### config.mk
export PLATFORM = sky130hd
export DESIGN_NAME = cpg_top
export DESIGN_NICKNAME = d
export VERILOG_FILES = /design/src/cpg_pkg.sv /design/src/cpg_top.sv /design/src/cpg_mem.sv
export SDC_FILE = /design/constraint.sdc
export NUM_CORES = 2
export LEC_CHECK = 0
export BUFFER_PORTS_ARGS = -buffer_cell sky130_fd_sc_hd__buf_2
export CORE_ASPECT_RATIO = 0.6
export CORE_MARGIN = 2
export CORE_UTILIZATION = 45
export CTS_BUF_LIST = sky130_fd_sc_hd__clkbuf_8
export CTS_CLUSTER_SIZE = 30
export DETAILED_ROUTE_END_ITERATION = 10
export SYNTH_ARGS = -nofsm -noshare
export SYNTH_HDL_FRONTEND = slang
export SYNTH_SLANG_ARGS = --single-unit
### constraint.sdc
create_clock -name clk_in -period 8.75 [get_ports clk_in]
set_input_delay 0.4375 -clock clk_in [delete_from_list [all_inputs] [get_ports clk_in]]
set_output_delay 0.4375 -clock clk_in [all_outputs]
set_load 0.005 [all_outputs]
### src/cpg_pkg.sv
`default_nettype none
package cpg_pkg;

  // ==========================================================
  // Sizes
  localparam int CPG_DEPTH_LOG = 4;
  localparam int CPG_CNT_W = 32;
  localparam int CPG_ENTRY_W = 64;
  localparam int CPG_ADDR_W = 5;

  // ==========================================================
  // Register byte offsets
  localparam logic [4:0] OFS_CTRL = 5'h00;
  localparam logic [4:0] OFS_DELAY = 5'h04;
  localparam logic [4:0] OFS_HIGH = 5'h08;
  localparam logic [4:0] OFS_LOW = 5'h0c;
  localparam logic [4:0] OFS_COUNT = 5'h10;
  localparam logic [4:0] OFS_STATUS = 5'h14;
  localparam logic [4:0] OFS_FIFO_IDLE = 5'h18;
  localparam logic [4:0] OFS_FIFO_ACTIVE = 5'h1c;

  // ==========================================================
  // Control fields
  localparam int CTRL_ARM = 0;
  localparam int CTRL_MODE_LSB = 1;
  localparam int CTRL_START_TRIG = 4;
  localparam int CTRL_RETRIG = 5;
  localparam int CTRL_PAUSE_EN = 6;
  localparam int CTRL_DLY_SINGLE = 7;
  localparam int CTRL_DLY_TRAIN = 8;
  localparam int CTRL_SRC_FALL = 9;
  localparam int CTRL_GATE_FALL = 10;
  localparam int CTRL_PAUSE_LOW = 11;
  localparam int CTRL_BUF_FINITE = 12;
  localparam int CTRL_REGEN = 13;
  localparam int CTRL_SCLK_FALL = 14;
  localparam int CTRL_FIFO_CLR = 15;
  localparam logic [31:0] CTRL_RST = 32'h0000_0080;
  localparam logic [31:0] CTRL_KEEP_MASK = 32'h0000_7fff;

  // ==========================================================
  // Status fields
  localparam int STAT_RUNNING = 0;
  localparam int STAT_DONE = 1;
  localparam int STAT_UNDERFLOW = 2;
  localparam int STAT_OUT = 3;
  localparam int STAT_FULL = 4;
  localparam int STAT_LEVEL_LSB = 8;

  // ==========================================================
  // Reset values and timing
  localparam logic [31:0] CNT_RST = 32'h0000_0001;
  localparam logic [1:0] TRIG_SETTLE_TICKS = 2'h2;

  // ==========================================================
  // Modes and states
  typedef enum logic [2:0] {
    MODE_SINGLE = 3'h0,
    MODE_FINITE = 3'h1,
    MODE_CONT = 3'h2,
    MODE_BUF_IMPL = 3'h3,
    MODE_BUF_SAMP = 3'h4
  } cpg_mode_type;

  typedef enum logic [5:0] {
    ST_STOP = 6'h01,
    ST_WAIT_TRIG = 6'h02,
    ST_SETTLE = 6'h04,
    ST_LOW = 6'h08,
    ST_HIGH = 6'h10,
    ST_DONE = 6'h20
  } cpg_state_type;

endpackage
`default_nettype wire

### src/cpg_top.sv
// The register offsets and the Avalon-MM interface to the registers were chosen for this implementation.
`timescale 1ns/1ps
`default_nettype none
// Functional notes
// - Single pulse: wait delay edges after arming, then pulse for width edges.
// - Start-triggered single pulse: one pulse per trigger, delay counted from trigger.
// - Finite train: count emitted pulses, stop generation at programmed count.
// - Retriggerable: each gate trigger outside a burst launches a fresh pulse or train.
// - Option picks delay on every trigger or first only; mode-dependent default.
// - Gate ignored during a retriggered burst; afterwards wait for next trigger.
// - Pause triggering refused while retriggering uses the gate.
// - At least two ticks pass between trigger and first counted delay edge.
// - Continuous train: separately programmed high and low phases after a delay.
// - Continuous train starts on arming or on a gate start trigger.
// - Gate as pause trigger suspends generation while active.
// - Continuous output period equals high plus low timebase periods.
// - Buffered implicit: each pulse after any start-triggered first pulse takes a new idle and active pair.
// - Buffered sample clocked: next pair loaded on each sample clock edge.
// - Buffered implicit ignores static settings and pulses equal supplied samples, except a start trigger adds a first pulse with static settings.
// - Sample clocked: static settings used until the first sample clock.
// - Implicit: one pulse per entry, idle then active, back to back.
// - Continuous buffered runs without a sample count until host stops.
// - On sample clock, current pulse completes before next entry applies.
// - After last sample clocked entry, keep generating with its settings.
// - Regeneration replays the loaded FIFO repeatedly and refuses further writes.
// - Empty FIFO when a pair is needed flags underflow.
module cpg_top
  import cpg_pkg::*;
#(
  parameter int DEPTH_LOG = CPG_DEPTH_LOG
) (
  // Clock and reset
  input wire logic clk_in,
  input wire logic rstn_in,
  // Avalon-MM slave
  input wire logic [CPG_ADDR_W-1:0] av_address_in,
  input wire logic av_read_in,
  input wire logic av_write_in,
  input wire logic [31:0] av_writedata_in,
  input wire logic [3:0] av_byteenable_in,
  output logic [31:0] av_readdata_out,
  output logic av_waitrequest_out,
  // Timing inputs
  input wire logic source_in,
  input wire logic gate_in,
  input wire logic sample_clk_in,
  // Counter output
  output logic pulse_out
);

  localparam logic [DEPTH_LOG:0] DEPTH = {1'b1, {DEPTH_LOG{1'b0}}};
  localparam logic [DEPTH_LOG:0] LEVEL_ONE = {{DEPTH_LOG{1'b0}}, 1'b1};
  localparam logic [DEPTH_LOG-1:0] PTR_ONE = {{(DEPTH_LOG-1){1'b0}}, 1'b1};

  // ==========================================================
  // Functions
  function automatic logic [31:0] be_merge(input logic [31:0] old_v, input logic [31:0] new_v,
                                           input logic [3:0] be);
    logic [31:0] res;
    res = old_v;
    for (int i = 0; i < 4; i++) begin
      if (be[i]) begin
        res[i*8 +: 8] = new_v[i*8 +: 8];
      end
    end
    return res;
  endfunction

  function automatic logic edge_hit(input logic prev, input logic now, input logic fall);
    return fall ? (prev & ~now) : (~prev & now);
  endfunction

  function automatic logic phase_end(input logic [31:0] cnt, input logic [31:0] width);
    return ({1'b0, cnt} + 33'h1) >= {1'b0, width};
  endfunction

  // ==========================================================
  // Declarations
  logic [31:0] ctrl_r, delay_r, high_r, low_r, count_r, idle_stage_r;
  logic wait_r;
  logic wr_go, rd_go, fifo_clr;
  logic [31:0] status;
  logic src_d_r, gate_d_r, sclk_d_r, arm_d_r;
  logic tick, trig, sclk_edge;
  cpg_mode_type mode;
  logic armed, retrig, start_trig, pause_en, pause_now, dly_every;
  cpg_state_type state_r;
  logic [31:0] ph_cnt_r, pulses_r, loads_r, cur_idle_r, cur_act_r;
  logic [1:0] settle_r;
  logic first_r, samp_pend_r, under_r, under_set, pop_r, samp_take;
  logic [DEPTH_LOG-1:0] wr_ptr_r, rd_ptr_r, start_ptr_r;
  logic [DEPTH_LOG:0] level_r;
  logic push, push_d_r, fifo_ready, fifo_full, regen_lock;
  logic [CPG_ENTRY_W-1:0] mem_q;
  logic [31:0] static_idle;
  logic buf_finished;

  // ==========================================================
  // Bus decode
  assign wr_go = av_write_in && !wait_r;
  assign rd_go = av_read_in && wait_r;
  assign fifo_clr = wr_go && (av_address_in == OFS_CTRL) && av_byteenable_in[1]
                    && av_writedata_in[CTRL_FIFO_CLR];

  always_ff @(posedge clk_in) begin
    if (!rstn_in) begin
      wait_r <= 1'b1;
    end else begin
      wait_r <= !((av_read_in || av_write_in) && wait_r);
    end
  end

  assign av_waitrequest_out = wait_r;

  always_comb begin
    status = 32'h0;
    status[STAT_RUNNING] = (state_r != ST_STOP) && (state_r != ST_DONE);
    status[STAT_DONE] = (state_r == ST_DONE);
    status[STAT_UNDERFLOW] = under_r;
    status[STAT_OUT] = pulse_out;
    status[STAT_FULL] = fifo_full;
    status[STAT_LEVEL_LSB +: DEPTH_LOG+1] = level_r;
  end

  always_ff @(posedge clk_in) begin
    if (!rstn_in) begin
      av_readdata_out <= 32'h0;
    end else if (rd_go) begin
      case (av_address_in)
        OFS_CTRL: av_readdata_out <= ctrl_r;
        OFS_DELAY: av_readdata_out <= delay_r;
        OFS_HIGH: av_readdata_out <= high_r;
        OFS_LOW: av_readdata_out <= low_r;
        OFS_COUNT: av_readdata_out <= count_r;
        OFS_STATUS: av_readdata_out <= status;
        OFS_FIFO_IDLE: av_readdata_out <= idle_stage_r;
        default: av_readdata_out <= 32'h0;
      endcase
    end
  end

  // ==========================================================
  // Configuration registers
  always_ff @(posedge clk_in) begin
    if (!rstn_in) begin
      ctrl_r <= CTRL_RST;
      delay_r <= CNT_RST;
      high_r <= CNT_RST;
      low_r <= CNT_RST;
      count_r <= CNT_RST;
      idle_stage_r <= CNT_RST;
    end else if (wr_go) begin
      case (av_address_in)
        OFS_CTRL: ctrl_r <= be_merge(ctrl_r, av_writedata_in, av_byteenable_in) & CTRL_KEEP_MASK;
        OFS_DELAY: delay_r <= be_merge(delay_r, av_writedata_in, av_byteenable_in);
        OFS_HIGH: high_r <= be_merge(high_r, av_writedata_in, av_byteenable_in);
        OFS_LOW: low_r <= be_merge(low_r, av_writedata_in, av_byteenable_in);
        OFS_COUNT: count_r <= be_merge(count_r, av_writedata_in, av_byteenable_in);
        OFS_FIFO_IDLE: idle_stage_r <= be_merge(idle_stage_r, av_writedata_in, av_byteenable_in);
        default: ;
      endcase
    end
  end

  // ==========================================================
  // Mode decode and input edges
  assign mode = cpg_mode_type'(ctrl_r[CTRL_MODE_LSB +: 3]);
  assign armed = ctrl_r[CTRL_ARM];
  assign retrig = ctrl_r[CTRL_RETRIG] && (mode == MODE_SINGLE || mode == MODE_FINITE);
  assign start_trig = ctrl_r[CTRL_START_TRIG] || retrig;
  assign pause_en = ctrl_r[CTRL_PAUSE_EN] && !start_trig;
  assign pause_now = pause_en && (gate_in ^ ctrl_r[CTRL_PAUSE_LOW]);
  assign dly_every = (mode == MODE_SINGLE) ? ctrl_r[CTRL_DLY_SINGLE] : ctrl_r[CTRL_DLY_TRAIN];

  always_ff @(posedge clk_in) begin
    if (!rstn_in) begin
      src_d_r <= 1'b0;
      gate_d_r <= 1'b0;
      sclk_d_r <= 1'b0;
      arm_d_r <= 1'b0;
    end else begin
      src_d_r <= source_in;
      gate_d_r <= gate_in;
      sclk_d_r <= sample_clk_in;
      arm_d_r <= armed;
    end
  end

  assign tick = edge_hit(src_d_r, source_in, ctrl_r[CTRL_SRC_FALL]);
  assign trig = edge_hit(gate_d_r, gate_in, ctrl_r[CTRL_GATE_FALL]);
  assign sclk_edge = edge_hit(sclk_d_r, sample_clk_in, ctrl_r[CTRL_SCLK_FALL]);

  // ==========================================================
  // Pulse FIFO
  assign fifo_full = (level_r == DEPTH);
  assign regen_lock = ctrl_r[CTRL_REGEN] && armed;
  assign push = wr_go && (av_address_in == OFS_FIFO_ACTIVE) && !fifo_full && !regen_lock;
  assign fifo_ready = (level_r != 0) && !((level_r == LEVEL_ONE) && push_d_r);

  always_ff @(posedge clk_in) begin
    if (!rstn_in || fifo_clr) begin
      wr_ptr_r <= '0;
      rd_ptr_r <= '0;
      level_r <= '0;
      push_d_r <= 1'b0;
    end else begin
      push_d_r <= push;
      if (push) begin
        wr_ptr_r <= wr_ptr_r + PTR_ONE;
      end
      if (pop_r && ctrl_r[CTRL_REGEN]) begin
        rd_ptr_r <= (rd_ptr_r + PTR_ONE == wr_ptr_r) ? start_ptr_r : rd_ptr_r + PTR_ONE;
      end else if (pop_r) begin
        rd_ptr_r <= rd_ptr_r + PTR_ONE;
      end
      if (push && !(pop_r && !ctrl_r[CTRL_REGEN])) begin
        level_r <= level_r + LEVEL_ONE;
      end else if (!push && pop_r && !ctrl_r[CTRL_REGEN]) begin
        level_r <= level_r - LEVEL_ONE;
      end
    end
  end

  always_ff @(posedge clk_in) begin
    if (!rstn_in) begin
      start_ptr_r <= '0;
    end else if (armed && !arm_d_r) begin
      start_ptr_r <= rd_ptr_r;
    end
  end

  cpg_mem #(
    .W(CPG_ENTRY_W),
    .AW(DEPTH_LOG)
  ) u_mem (
    .clk_in(clk_in),
    .wr_en_in(push),
    .wr_addr_in(wr_ptr_r),
    .wr_data_in({idle_stage_r, av_writedata_in}),
    .rd_addr_in(rd_ptr_r),
    .rd_data_out(mem_q)
  );

  // ==========================================================
  // Sample clock pending flag
  assign samp_take = (state_r == ST_HIGH) && tick && !pause_now && phase_end(ph_cnt_r, cur_act_r)
                     && (mode == MODE_BUF_SAMP);

  always_ff @(posedge clk_in) begin
    if (!rstn_in || !armed) begin
      samp_pend_r <= 1'b0;
    end else if (sclk_edge && (mode == MODE_BUF_SAMP)) begin
      samp_pend_r <= 1'b1;
    end else if (samp_take) begin
      samp_pend_r <= 1'b0;
    end
  end

  // ==========================================================
  // Underflow flag, set wins over clear
  always_ff @(posedge clk_in) begin
    if (!rstn_in) begin
      under_r <= 1'b0;
    end else if (under_set) begin
      under_r <= 1'b1;
    end else if (wr_go && (av_address_in == OFS_STATUS) && av_byteenable_in[0]
                 && av_writedata_in[STAT_UNDERFLOW]) begin
      under_r <= 1'b0;
    end
  end

  // ==========================================================
  // Generator sequencer
  assign static_idle = (first_r || dly_every) ? delay_r : low_r;
  assign buf_finished = ctrl_r[CTRL_BUF_FINITE] && (loads_r >= count_r);
  assign under_set = !ctrl_r[CTRL_REGEN] && !fifo_ready && (
                       ((state_r == ST_STOP) && armed && !arm_d_r && !start_trig
                        && (mode == MODE_BUF_IMPL))
                     || ((state_r == ST_HIGH) && tick && !pause_now
                         && phase_end(ph_cnt_r, cur_act_r)
                         && (((mode == MODE_BUF_IMPL) && !buf_finished)
                             || (samp_pend_r && (mode == MODE_BUF_SAMP) && !buf_finished))));

  always_ff @(posedge clk_in) begin
    if (!rstn_in || !armed) begin
      state_r <= ST_STOP;
      ph_cnt_r <= 32'h0;
      pulses_r <= 32'h0;
      loads_r <= 32'h0;
      cur_idle_r <= 32'h0;
      cur_act_r <= 32'h0;
      settle_r <= 2'h0;
      first_r <= 1'b1;
      pop_r <= 1'b0;
    end else begin
      pop_r <= 1'b0;
      case (state_r)
        ST_STOP: begin
          if (!arm_d_r) begin
            ph_cnt_r <= 32'h0;
            if (start_trig) begin
              state_r <= ST_WAIT_TRIG;
            end else if (mode == MODE_BUF_IMPL) begin
              if (fifo_ready) begin
                cur_idle_r <= mem_q[63:32];
                cur_act_r <= mem_q[31:0];
                loads_r <= 32'h1;
                pop_r <= 1'b1;
                state_r <= ST_LOW;
              end else begin
                state_r <= ST_DONE;
              end
            end else begin
              cur_idle_r <= static_idle;
              cur_act_r <= high_r;
              state_r <= ST_LOW;
            end
          end
        end
        ST_WAIT_TRIG: begin
          if (trig) begin
            settle_r <= 2'h0;
            pulses_r <= 32'h0;
            state_r <= ST_SETTLE;
          end
        end
        ST_SETTLE: begin
          if (tick) begin
            if (settle_r == TRIG_SETTLE_TICKS - 2'h1) begin
              cur_idle_r <= static_idle;
              cur_act_r <= high_r;
              ph_cnt_r <= 32'h0;
              state_r <= ST_LOW;
            end else begin
              settle_r <= settle_r + 2'h1;
            end
          end
        end
        ST_LOW: begin
          if (tick && !pause_now) begin
            if (phase_end(ph_cnt_r, cur_idle_r)) begin
              ph_cnt_r <= 32'h0;
              state_r <= ST_HIGH;
            end else begin
              ph_cnt_r <= ph_cnt_r + 32'h1;
            end
          end
        end
        ST_HIGH: begin
          if (tick && !pause_now) begin
            if (phase_end(ph_cnt_r, cur_act_r)) begin
              ph_cnt_r <= 32'h0;
              pulses_r <= pulses_r + 32'h1;
              first_r <= 1'b0;
              case (mode)
                MODE_SINGLE: begin
                  state_r <= retrig ? ST_WAIT_TRIG : ST_DONE;
                end
                MODE_FINITE: begin
                  if (pulses_r + 32'h1 >= count_r) begin
                    state_r <= retrig ? ST_WAIT_TRIG : ST_DONE;
                  end else begin
                    cur_idle_r <= low_r;
                    state_r <= ST_LOW;
                  end
                end
                MODE_CONT: begin
                  cur_idle_r <= low_r;
                  state_r <= ST_LOW;
                end
                MODE_BUF_IMPL: begin
                  if (buf_finished) begin
                    state_r <= ST_DONE;
                  end else if (fifo_ready) begin
                    cur_idle_r <= mem_q[63:32];
                    cur_act_r <= mem_q[31:0];
                    loads_r <= loads_r + 32'h1;
                    pop_r <= 1'b1;
                    state_r <= ST_LOW;
                  end else begin
                    state_r <= ST_DONE;
                  end
                end
                MODE_BUF_SAMP: begin
                  if (samp_pend_r && !buf_finished && fifo_ready) begin
                    cur_idle_r <= mem_q[63:32];
                    cur_act_r <= mem_q[31:0];
                    loads_r <= loads_r + 32'h1;
                    pop_r <= 1'b1;
                  end else if (loads_r == 32'h0) begin
                    cur_idle_r <= low_r;
                  end
                  state_r <= ST_LOW;
                end
                default: begin
                  state_r <= ST_DONE;
                end
              endcase
            end else begin
              ph_cnt_r <= ph_cnt_r + 32'h1;
            end
          end
        end
        ST_DONE: begin
          state_r <= ST_DONE;
        end
        default: begin
          state_r <= ST_STOP;
        end
      endcase
    end
  end

  // ==========================================================
  // Output register
  always_ff @(posedge clk_in) begin
    if (!rstn_in) begin
      pulse_out <= 1'b0;
    end else begin
      pulse_out <= armed && (state_r == ST_HIGH) && !pause_now;
    end
  end

endmodule // cpg_top
`default_nettype wire

### src/cpg_mem.sv
`timescale 1ns/1ps
`default_nettype none
module cpg_mem #(
  parameter int W = 64,
  parameter int AW = 4
) (
  // Clock
  input wire logic clk_in,
  // Write port
  input wire logic wr_en_in,
  input wire logic [AW-1:0] wr_addr_in,
  input wire logic [W-1:0] wr_data_in,
  // Read port
  input wire logic [AW-1:0] rd_addr_in,
  output logic [W-1:0] rd_data_out
);

  logic [W-1:0] mem_r [0:(1<<AW)-1];

  // ==========================================================
  // Storage
  always_ff @(posedge clk_in) begin
    if (wr_en_in) begin
      mem_r[wr_addr_in] <= wr_data_in;
    end
  end

  always_ff @(posedge clk_in) begin
    rd_data_out <= mem_r[rd_addr_in];
  end

endmodule // cpg_mem
`default_nettype wire

# Yosys cells after proc, flatten, opt, wreduce, memory -nomap -nowiden
# Memory sizes are Yosys's and may differ from the RTL's. A register that Yosys moved wholly into a read port is not among the register bits.
# Cells that the tools add are included.
[classes]
addsub = 9
magnitude_cmp = 4
n_eq_ne = 42
n_mux = 96
n_bitwise = 13
reduce_logical = 113
[ops]
columns = ["operator", "count"]
rows = [
  ["$mux W32", 42],
  ["$pmux W32 S2", 4],
  ["$pmux W32 S4", 2],
  ["$pmux W32 S7", 1],
  ["$pmux W32 S3", 2],
  ["$add A32 B1 Y32 const B", 3],
  ["$mux W6", 14],
  ["$reduce_and A3 Y1", 23],
  ["$ge A33 B32 Y1", 2],
  ["$ge A32 B32 Y1", 2],
  ["$logic_and A1 B1 Y1", 46],
  ["$pmux W6 S6", 1],
  ["$add A32 B1 Y33 const B", 1],
  ["$logic_not A32 Y1", 1],
  ["$eq A5 B5 Y1 const B", 5],
  ["$pmux W6 S4", 1],
  ["$reduce_and A11 Y1", 2],
  ["$mux W1", 18],
  ["$ne A2 B2 Y1 const B", 9],
  ["$logic_not A1 Y1", 15],
  ["$reduce_bool A2 Y1", 7],
  ["$mux W4", 3],
  ["$eq A5 B4 Y1 const B", 2],
  ["$mux W5", 2],
  ["42 further kinds", 69],
]
[totals]
regBits = 403
ramBits = 1024
input_bits = 48
output_inout_bits = 34
elab_cells = 323
mem_count = 1
[memory_table]
columns = ["memory", "words", "width", "read_ports", "rd_clocked_by_memory_dff", "write_ports", "line_no", "text"]
rows = [
  ["u_mem.mem_r", 16, 64, 1, 1, 1, "cpg_mem.sv:18", "logic [W-1:0] mem_r [0:(1<<AW)-1];"],
]

# Depth between registers and ports, before layout
[logic_depth]
depth_word = 14
depth_mapped = 19
ltp_nobuf = 16

# Hierarchy
# Synthesis repeated with hierarchy kept, for this count alone.
[hier_totals]
cells_unflattened = 4426
area_unflattened_um2 = 62180.9
[by_module_without_submodules]
columns = ["module", "instances", "cells_per_inst", "area_each_um2", "seq_area_each_um2"]
rows = [
  ["cpg_mem", 1, 1647, 39583.0, 32030.7],
  ["cpg_top", 1, 2779, 22597.9, 8067.7],
]

# Worst setup path before layout
# Ideal clock, no wire load.
[synth_path]
path_type = "input port to flip-flop"
start = "input port av_address_in[1]"
end = "memory u_mem.mem_r[3][0], enable pin"
setup_ns = 0.564
t_arrival_ns = 6.469
required_time_ns = 8.186
path_slack_ns = 1.716
cell_stages = 7
path_buffers = 2
path_cell_list = "or3b_2 clkbuf_1 nor3_1 a21boi_0 clkbuf_1 nand2_1 nor3_1"
[synth_via]
elab_chain_len = 6
[synth_lines]
columns = ["item", "line_no", "text"]
rows = [
  ["start: declaration", "cpg_top.sv:36", "input wire logic [CPG_ADDR_W-1:0] av_address_in,"],
  ["$eq A5 B5 Y1", "cpg_top.sv:197", "assign push = wr_go && (av_address_in == OFS_FIFO_ACTIVE) && !fifo_full && !regen_lock;"],
  ["$logic_and A1 B1 Y1 (3 in series)", "cpg_top.sv:197", ""],
  ["$mux W1", "cpg_mem.sv:23", "if (wr_en_in) begin"],
  ["$mux W1 (not written as such)", "cpg_mem.sv:24", "mem_r[wr_addr_in] <= wr_data_in;"],
  ["end: declaration", "cpg_mem.sv:18", ""],
]
# No other way between the ends.

# Worst setup path in the final report
[layout_path]
start = "register ph_cnt_r[0]"
end = "register cur_act_r[21]"
[layout_via]
elab_chain_len = 4
[layout_lines]
columns = ["item", "line_no", "text"]
rows = [
  ["start: declaration", "cpg_top.sv:88", "logic [31:0] ph_cnt_r, pulses_r, loads_r, cur_idle_r, cur_act_r;"],
  ["start signal: assignment", "cpg_top.sv:345", "ph_cnt_r <= ph_cnt_r + 32'h1;"],
  ["start signal: assignment", "cpg_top.sv:400", "ph_cnt_r <= ph_cnt_r + 32'h1;"],
  ["$add A32 B1 Y33", "cpg_top.sv:74", "return ({1'b0, cnt} + 33'h1) >= {1'b0, width};"],
  ["$ge A33 B32 Y1", "cpg_top.sv:74", ""],
  ["$ne A2 B1 Y1 (no source line)", "n/a", ""],
  ["$reduce_and A10 Y1 (no source line)", "n/a", ""],
  ["end signal: assignment", "cpg_top.sv:306", "cur_act_r <= mem_q[31:0];"],
  ["end signal: assignment", "cpg_top.sv:315", "cur_act_r <= high_r;"],
  ["end signal: assignment", "cpg_top.sv:331", "cur_act_r <= high_r;"],
  ["end: declaration", "cpg_top.sv:88", ""],
]
# No other way between the ends.
# A chain may end at the register's enable or synchronous reset.

==> summary.md <==
| Metric | Value |
|---|---|
| Outcome | completed |
| Largest net degree at the start of global routing | 120 |
| Worst VDD drop | 0.1730 mV |
| CTS Root Cell | clkbuf_8 |
| Worst min path class | in -> reg |
| # setup viols final | 0 |
| Cell Chain, Critical Path | ha_1, nand2_1, or2_1, nor3_1, nand3_1, nor2_1, xor2_1, ha_1, a21oi_1, o21ai_0, a221oi_1, o2111ai_1, a211oi_2, nor4_4, buf_4, a41oi_4, a22o_1 |
| Cell area after layout | 70930 um^2 |
| Switching Fraction | 22.03% |
| Biggest regs | u_mem.mem_r x1024, u_mem.rd_data_out x64 |
| Ys async rst share | 0% |
| Fin crit period | 6233 ps |
| Post-DR vias/cell | 6.109 |
| Vias in the first global route | 39109 |
| Worst reg2reg path startpoint | ph_cnt_r[0] |
| Worst setup margin | 2517 ps |
| Hold EP | ctrl_r[8] |
| Power Internal | 10.18 mW |
| Clock Tree Buf Depth | 3 |
| Pre-CTS setup slack | 2663 ps |
| Min Hold Slack | 86.04 ps |
| Final nets | 4816 |
| DR iter-0 viols | 5218 |
| Primary FF master, synth | edfxtp_1 |
| H-tree depth | 4 |
| First-pass GRT wire length | 276.3 mm |
| DIE WIDTH | 489.3 um |
| Cell Rows | 106 |
| Total GRT Usage | 26.45% |
| Die ar. | 144400 um^2 |
| Crit. End Element | flip-flop |
| Core area | 139800 um^2 |
| Worst path top cell family by delay | compound AO/OA/AOI/OAI gates |
| Max Cap Viol | 0 |
| Psw | 2.878 mW |
| Clock Skews | 45.58 ps |
| Crit path buf inv count | 1 |
| Max_slew headroom | 18.91% |
| Detailed placer's ending HPWL | 121.2 mm |
| Slowest-stage cell, CP | a41oi_4 |
| Residual DRC count | 0 |
| Reg2reg end | cur_act_r[21] |
| Crit start category | flip-flop |
| Syn Nets | 4664 |
| TritonCTS clock tree | yes |
| Seq cells post-synth | 1491 |
| F_max | 0.1604 GHz |
| Cell Area, Synth | 63600 um^2 |
| WP data arrival | 7080 ps |
| Max FFs per register | 1024 |
| Area after DPL | 66350 um^2 |
| Setup CP Type | reg -> reg |
| Routed wire per std cell | 28.60 um |
| Unique masters post-synth | 79 |
| Syn avg cell area | 14.21 um^2 |
| Input/output buffers | 81 |
| Initial Util | 45.49% |
| Final WL | 191.7 mm |
| Actual slew at the worst max-slew pin | 1212 ps |
| Hold_sp | av_writedata_in[8] |
| Most common cell after layout, fill and taps aside | edfxtp_1 |
| WHS Path Cells | 3 |
| R2R setup slack | 2520 ps |
| Register area share after synthesis | 63.05% |
| Area growth, synth to finish | 11.53% |
| Crit path max fanout | 33 |
| Remaining Overflow, GRT | 0 |
| Post-synth EDFFs | 1024 |
| Final period util | 71.23% |
| CP dominant cell by count | ha_1 |
| CTS Buf Count | 207 |
| Die Ht | 295.2 um |
| Pwr Density | 184.2 nW/um^2 |
| RSZ-0062 raised after global routing | no |
| Most flops, register | u_mem.mem_r |
| Clock latency at the later pin of the worst-skew pair | 920 ps |
| Synthesized instance count | 4475 |
| Final Hold Fails | 0 |
| CP max stage delay | 840 ps |
| Share of cells above drive strength 1 | 17.58% |
| Setup total negative slack | 0 ps |
| Clk slew on worst S/H paths | 70 ps |
| I/O pin count | 82 |
| Commonest non-fill, non-tap cells in the layout | edfxtp_1, dfxtp_1, nand2_1 |
| DR pass1 iterations | 9 |
| Yosys warns | 0 |
| Worst EP required | 9600 ps |
| Num Clock Sinks | 1491 |
| Vias | 40935 |
| Slew Limit Fails | 0 |
| Worst Reg-to-Reg Cells | 17 |
| Leak | 22.68 nW |
| Clock power frac | 41.4% |
| Final ANT Viol Nets | 0 |
| Antenna violations before repair | 14 |
| Sequential cell fraction of total power | 57.3% |
| Combinational power share | 1.3% |
| Placer Congestion | 0.9629 |
[final cells by class]
cell class              instances  area (um^2)
inverters                     163        611.8
clock buffers                 234         3221
well taps                    1890         2365
multi-input cells            2549        22060
clock inverters               154        910.9
flip-flops and latches       1491        40110
repair buffers                215         1628
fillers                     11789        68860
diodes                          5        12.51
[worst register-to-register path, delay by kind of cell, from the launching register on]
kind,cells,cell delay (ps)
DFF,1,440
AOI/OAI and AO/OA,7,2930
and+or+nand+nor,6,1740
adders and majority gates,2,560
buffers and inverters,1,290
xor gates and xnor gates,1,230
[stage by stage]
stage / cells / util (%) / total power, mW
floorplan: 4475 / - / 7.689
CTS: 6695 / 50.72 / 13.17
global route: 6700 / 50.74 / 13.49
finish: 6701 / 50.74 / 13.06
detailed placement: 6265 / 47.46 / 7.788
global placement: 6265 / 47.46 / 7.785
[cell usage after synthesis (all sizes together), types with 11 or more instances]
cell | n | area share (%)
a211oi | 21 | 0.26
ha | 141 | 2.8
dfxtp | 467 | 15
a22oi | 77 | 0.91
mux4 | 320 | 11
nor2b | 134 | 1.3
and2 | 20 | 0.20
nor3 | 134 | 1.1
o22ai | 21 | 0.21
o211ai | 34 | 0.40
edfxtp | 1024 | 48
or4 | 33 | 0.40
a222oi | 24 | 0.38
o31ai | 42 | 0.50
o221ai | 33 | 0.45
nor4 | 28 | 0.31
buf | 45 | 0.33
mux2i | 110 | 1.7
xnor2 | 49 | 0.67
nor2 | 141 | 0.83
a21o | 12 | 0.14
nand3 | 81 | 0.65
nand2 | 362 | 2.1
inv | 162 | 0.96
and4 | 18 | 0.25
xor2 | 32 | 0.44
a21oi | 226 | 1.8
nand4 | 36 | 0.35
nand2b | 11 | 0.11
a21boi | 84 | 0.99
and3 | 37 | 0.36
o2bb2ai | 32 | 0.44
a22o | 62 | 0.85
a31oi | 26 | 0.26
o21ai | 78 | 0.63
clkbuf | 227 | 1.3
[power groups by stage]
| stage | sequential [mW] | clock [mW] | combinational [mW] |
|---|---|---|---|
| global placement | 7.64 | 0 | 0.148 |
| finish | 7.48 | 5.41 | 0.169 |
| detailed placement | 7.64 | 0 | 0.150 |
| floorplan | 7.64 | 0 | 0.0515 |
| CTS | 7.48 | 5.52 | 0.166 |
| global route | 7.48 | 5.84 | 0.177 |
[logic make-up after synthesis]
logic type,Yosys count,share of synthesized area (%)
mux,433,13.12
buf+inv,435,2.632
flops,1491,63.05
xor+xnor,81,1.116
simple gates,1072,8.415
compound gates,822,8.895
fa+ha+maj,141,2.774
[how the worst max path moves through the flow]
stage / from / end / slack, ps / cells past startpoint
CTS: ph_cnt_r[0] / cur_act_r[6] / 2640 / 17
global placement: ph_cnt_r[0] / cur_act_r[27] / 2830 / 17
finish: ph_cnt_r[0] / cur_act_r[21] / 2520 / 17
global route: ph_cnt_r[0] / cur_act_r[16] / 2140 / 17
detailed placement: ph_cnt_r[0] / cur_act_r[1] / 2660 / 17
floorplan: av_address_in[1] / u_mem.mem_r[3][0] / 1720 / 7
[timing repair]
item | CTS | global route
gates resized for setup | 0 | 0
endpoints found under the hold margin | 631 | 0
hold buffers | 42 | 0
setup buffers | 0 | 0
[per-layer routing]
layer	global-route usage (%)	wire, um
met5	0.7905	201
met1	39.89	85260
met4	8.311	5539
met3	8.041	22330
met2	36.25	78340
No activity file was read; power rests on OpenSTA's default activity.
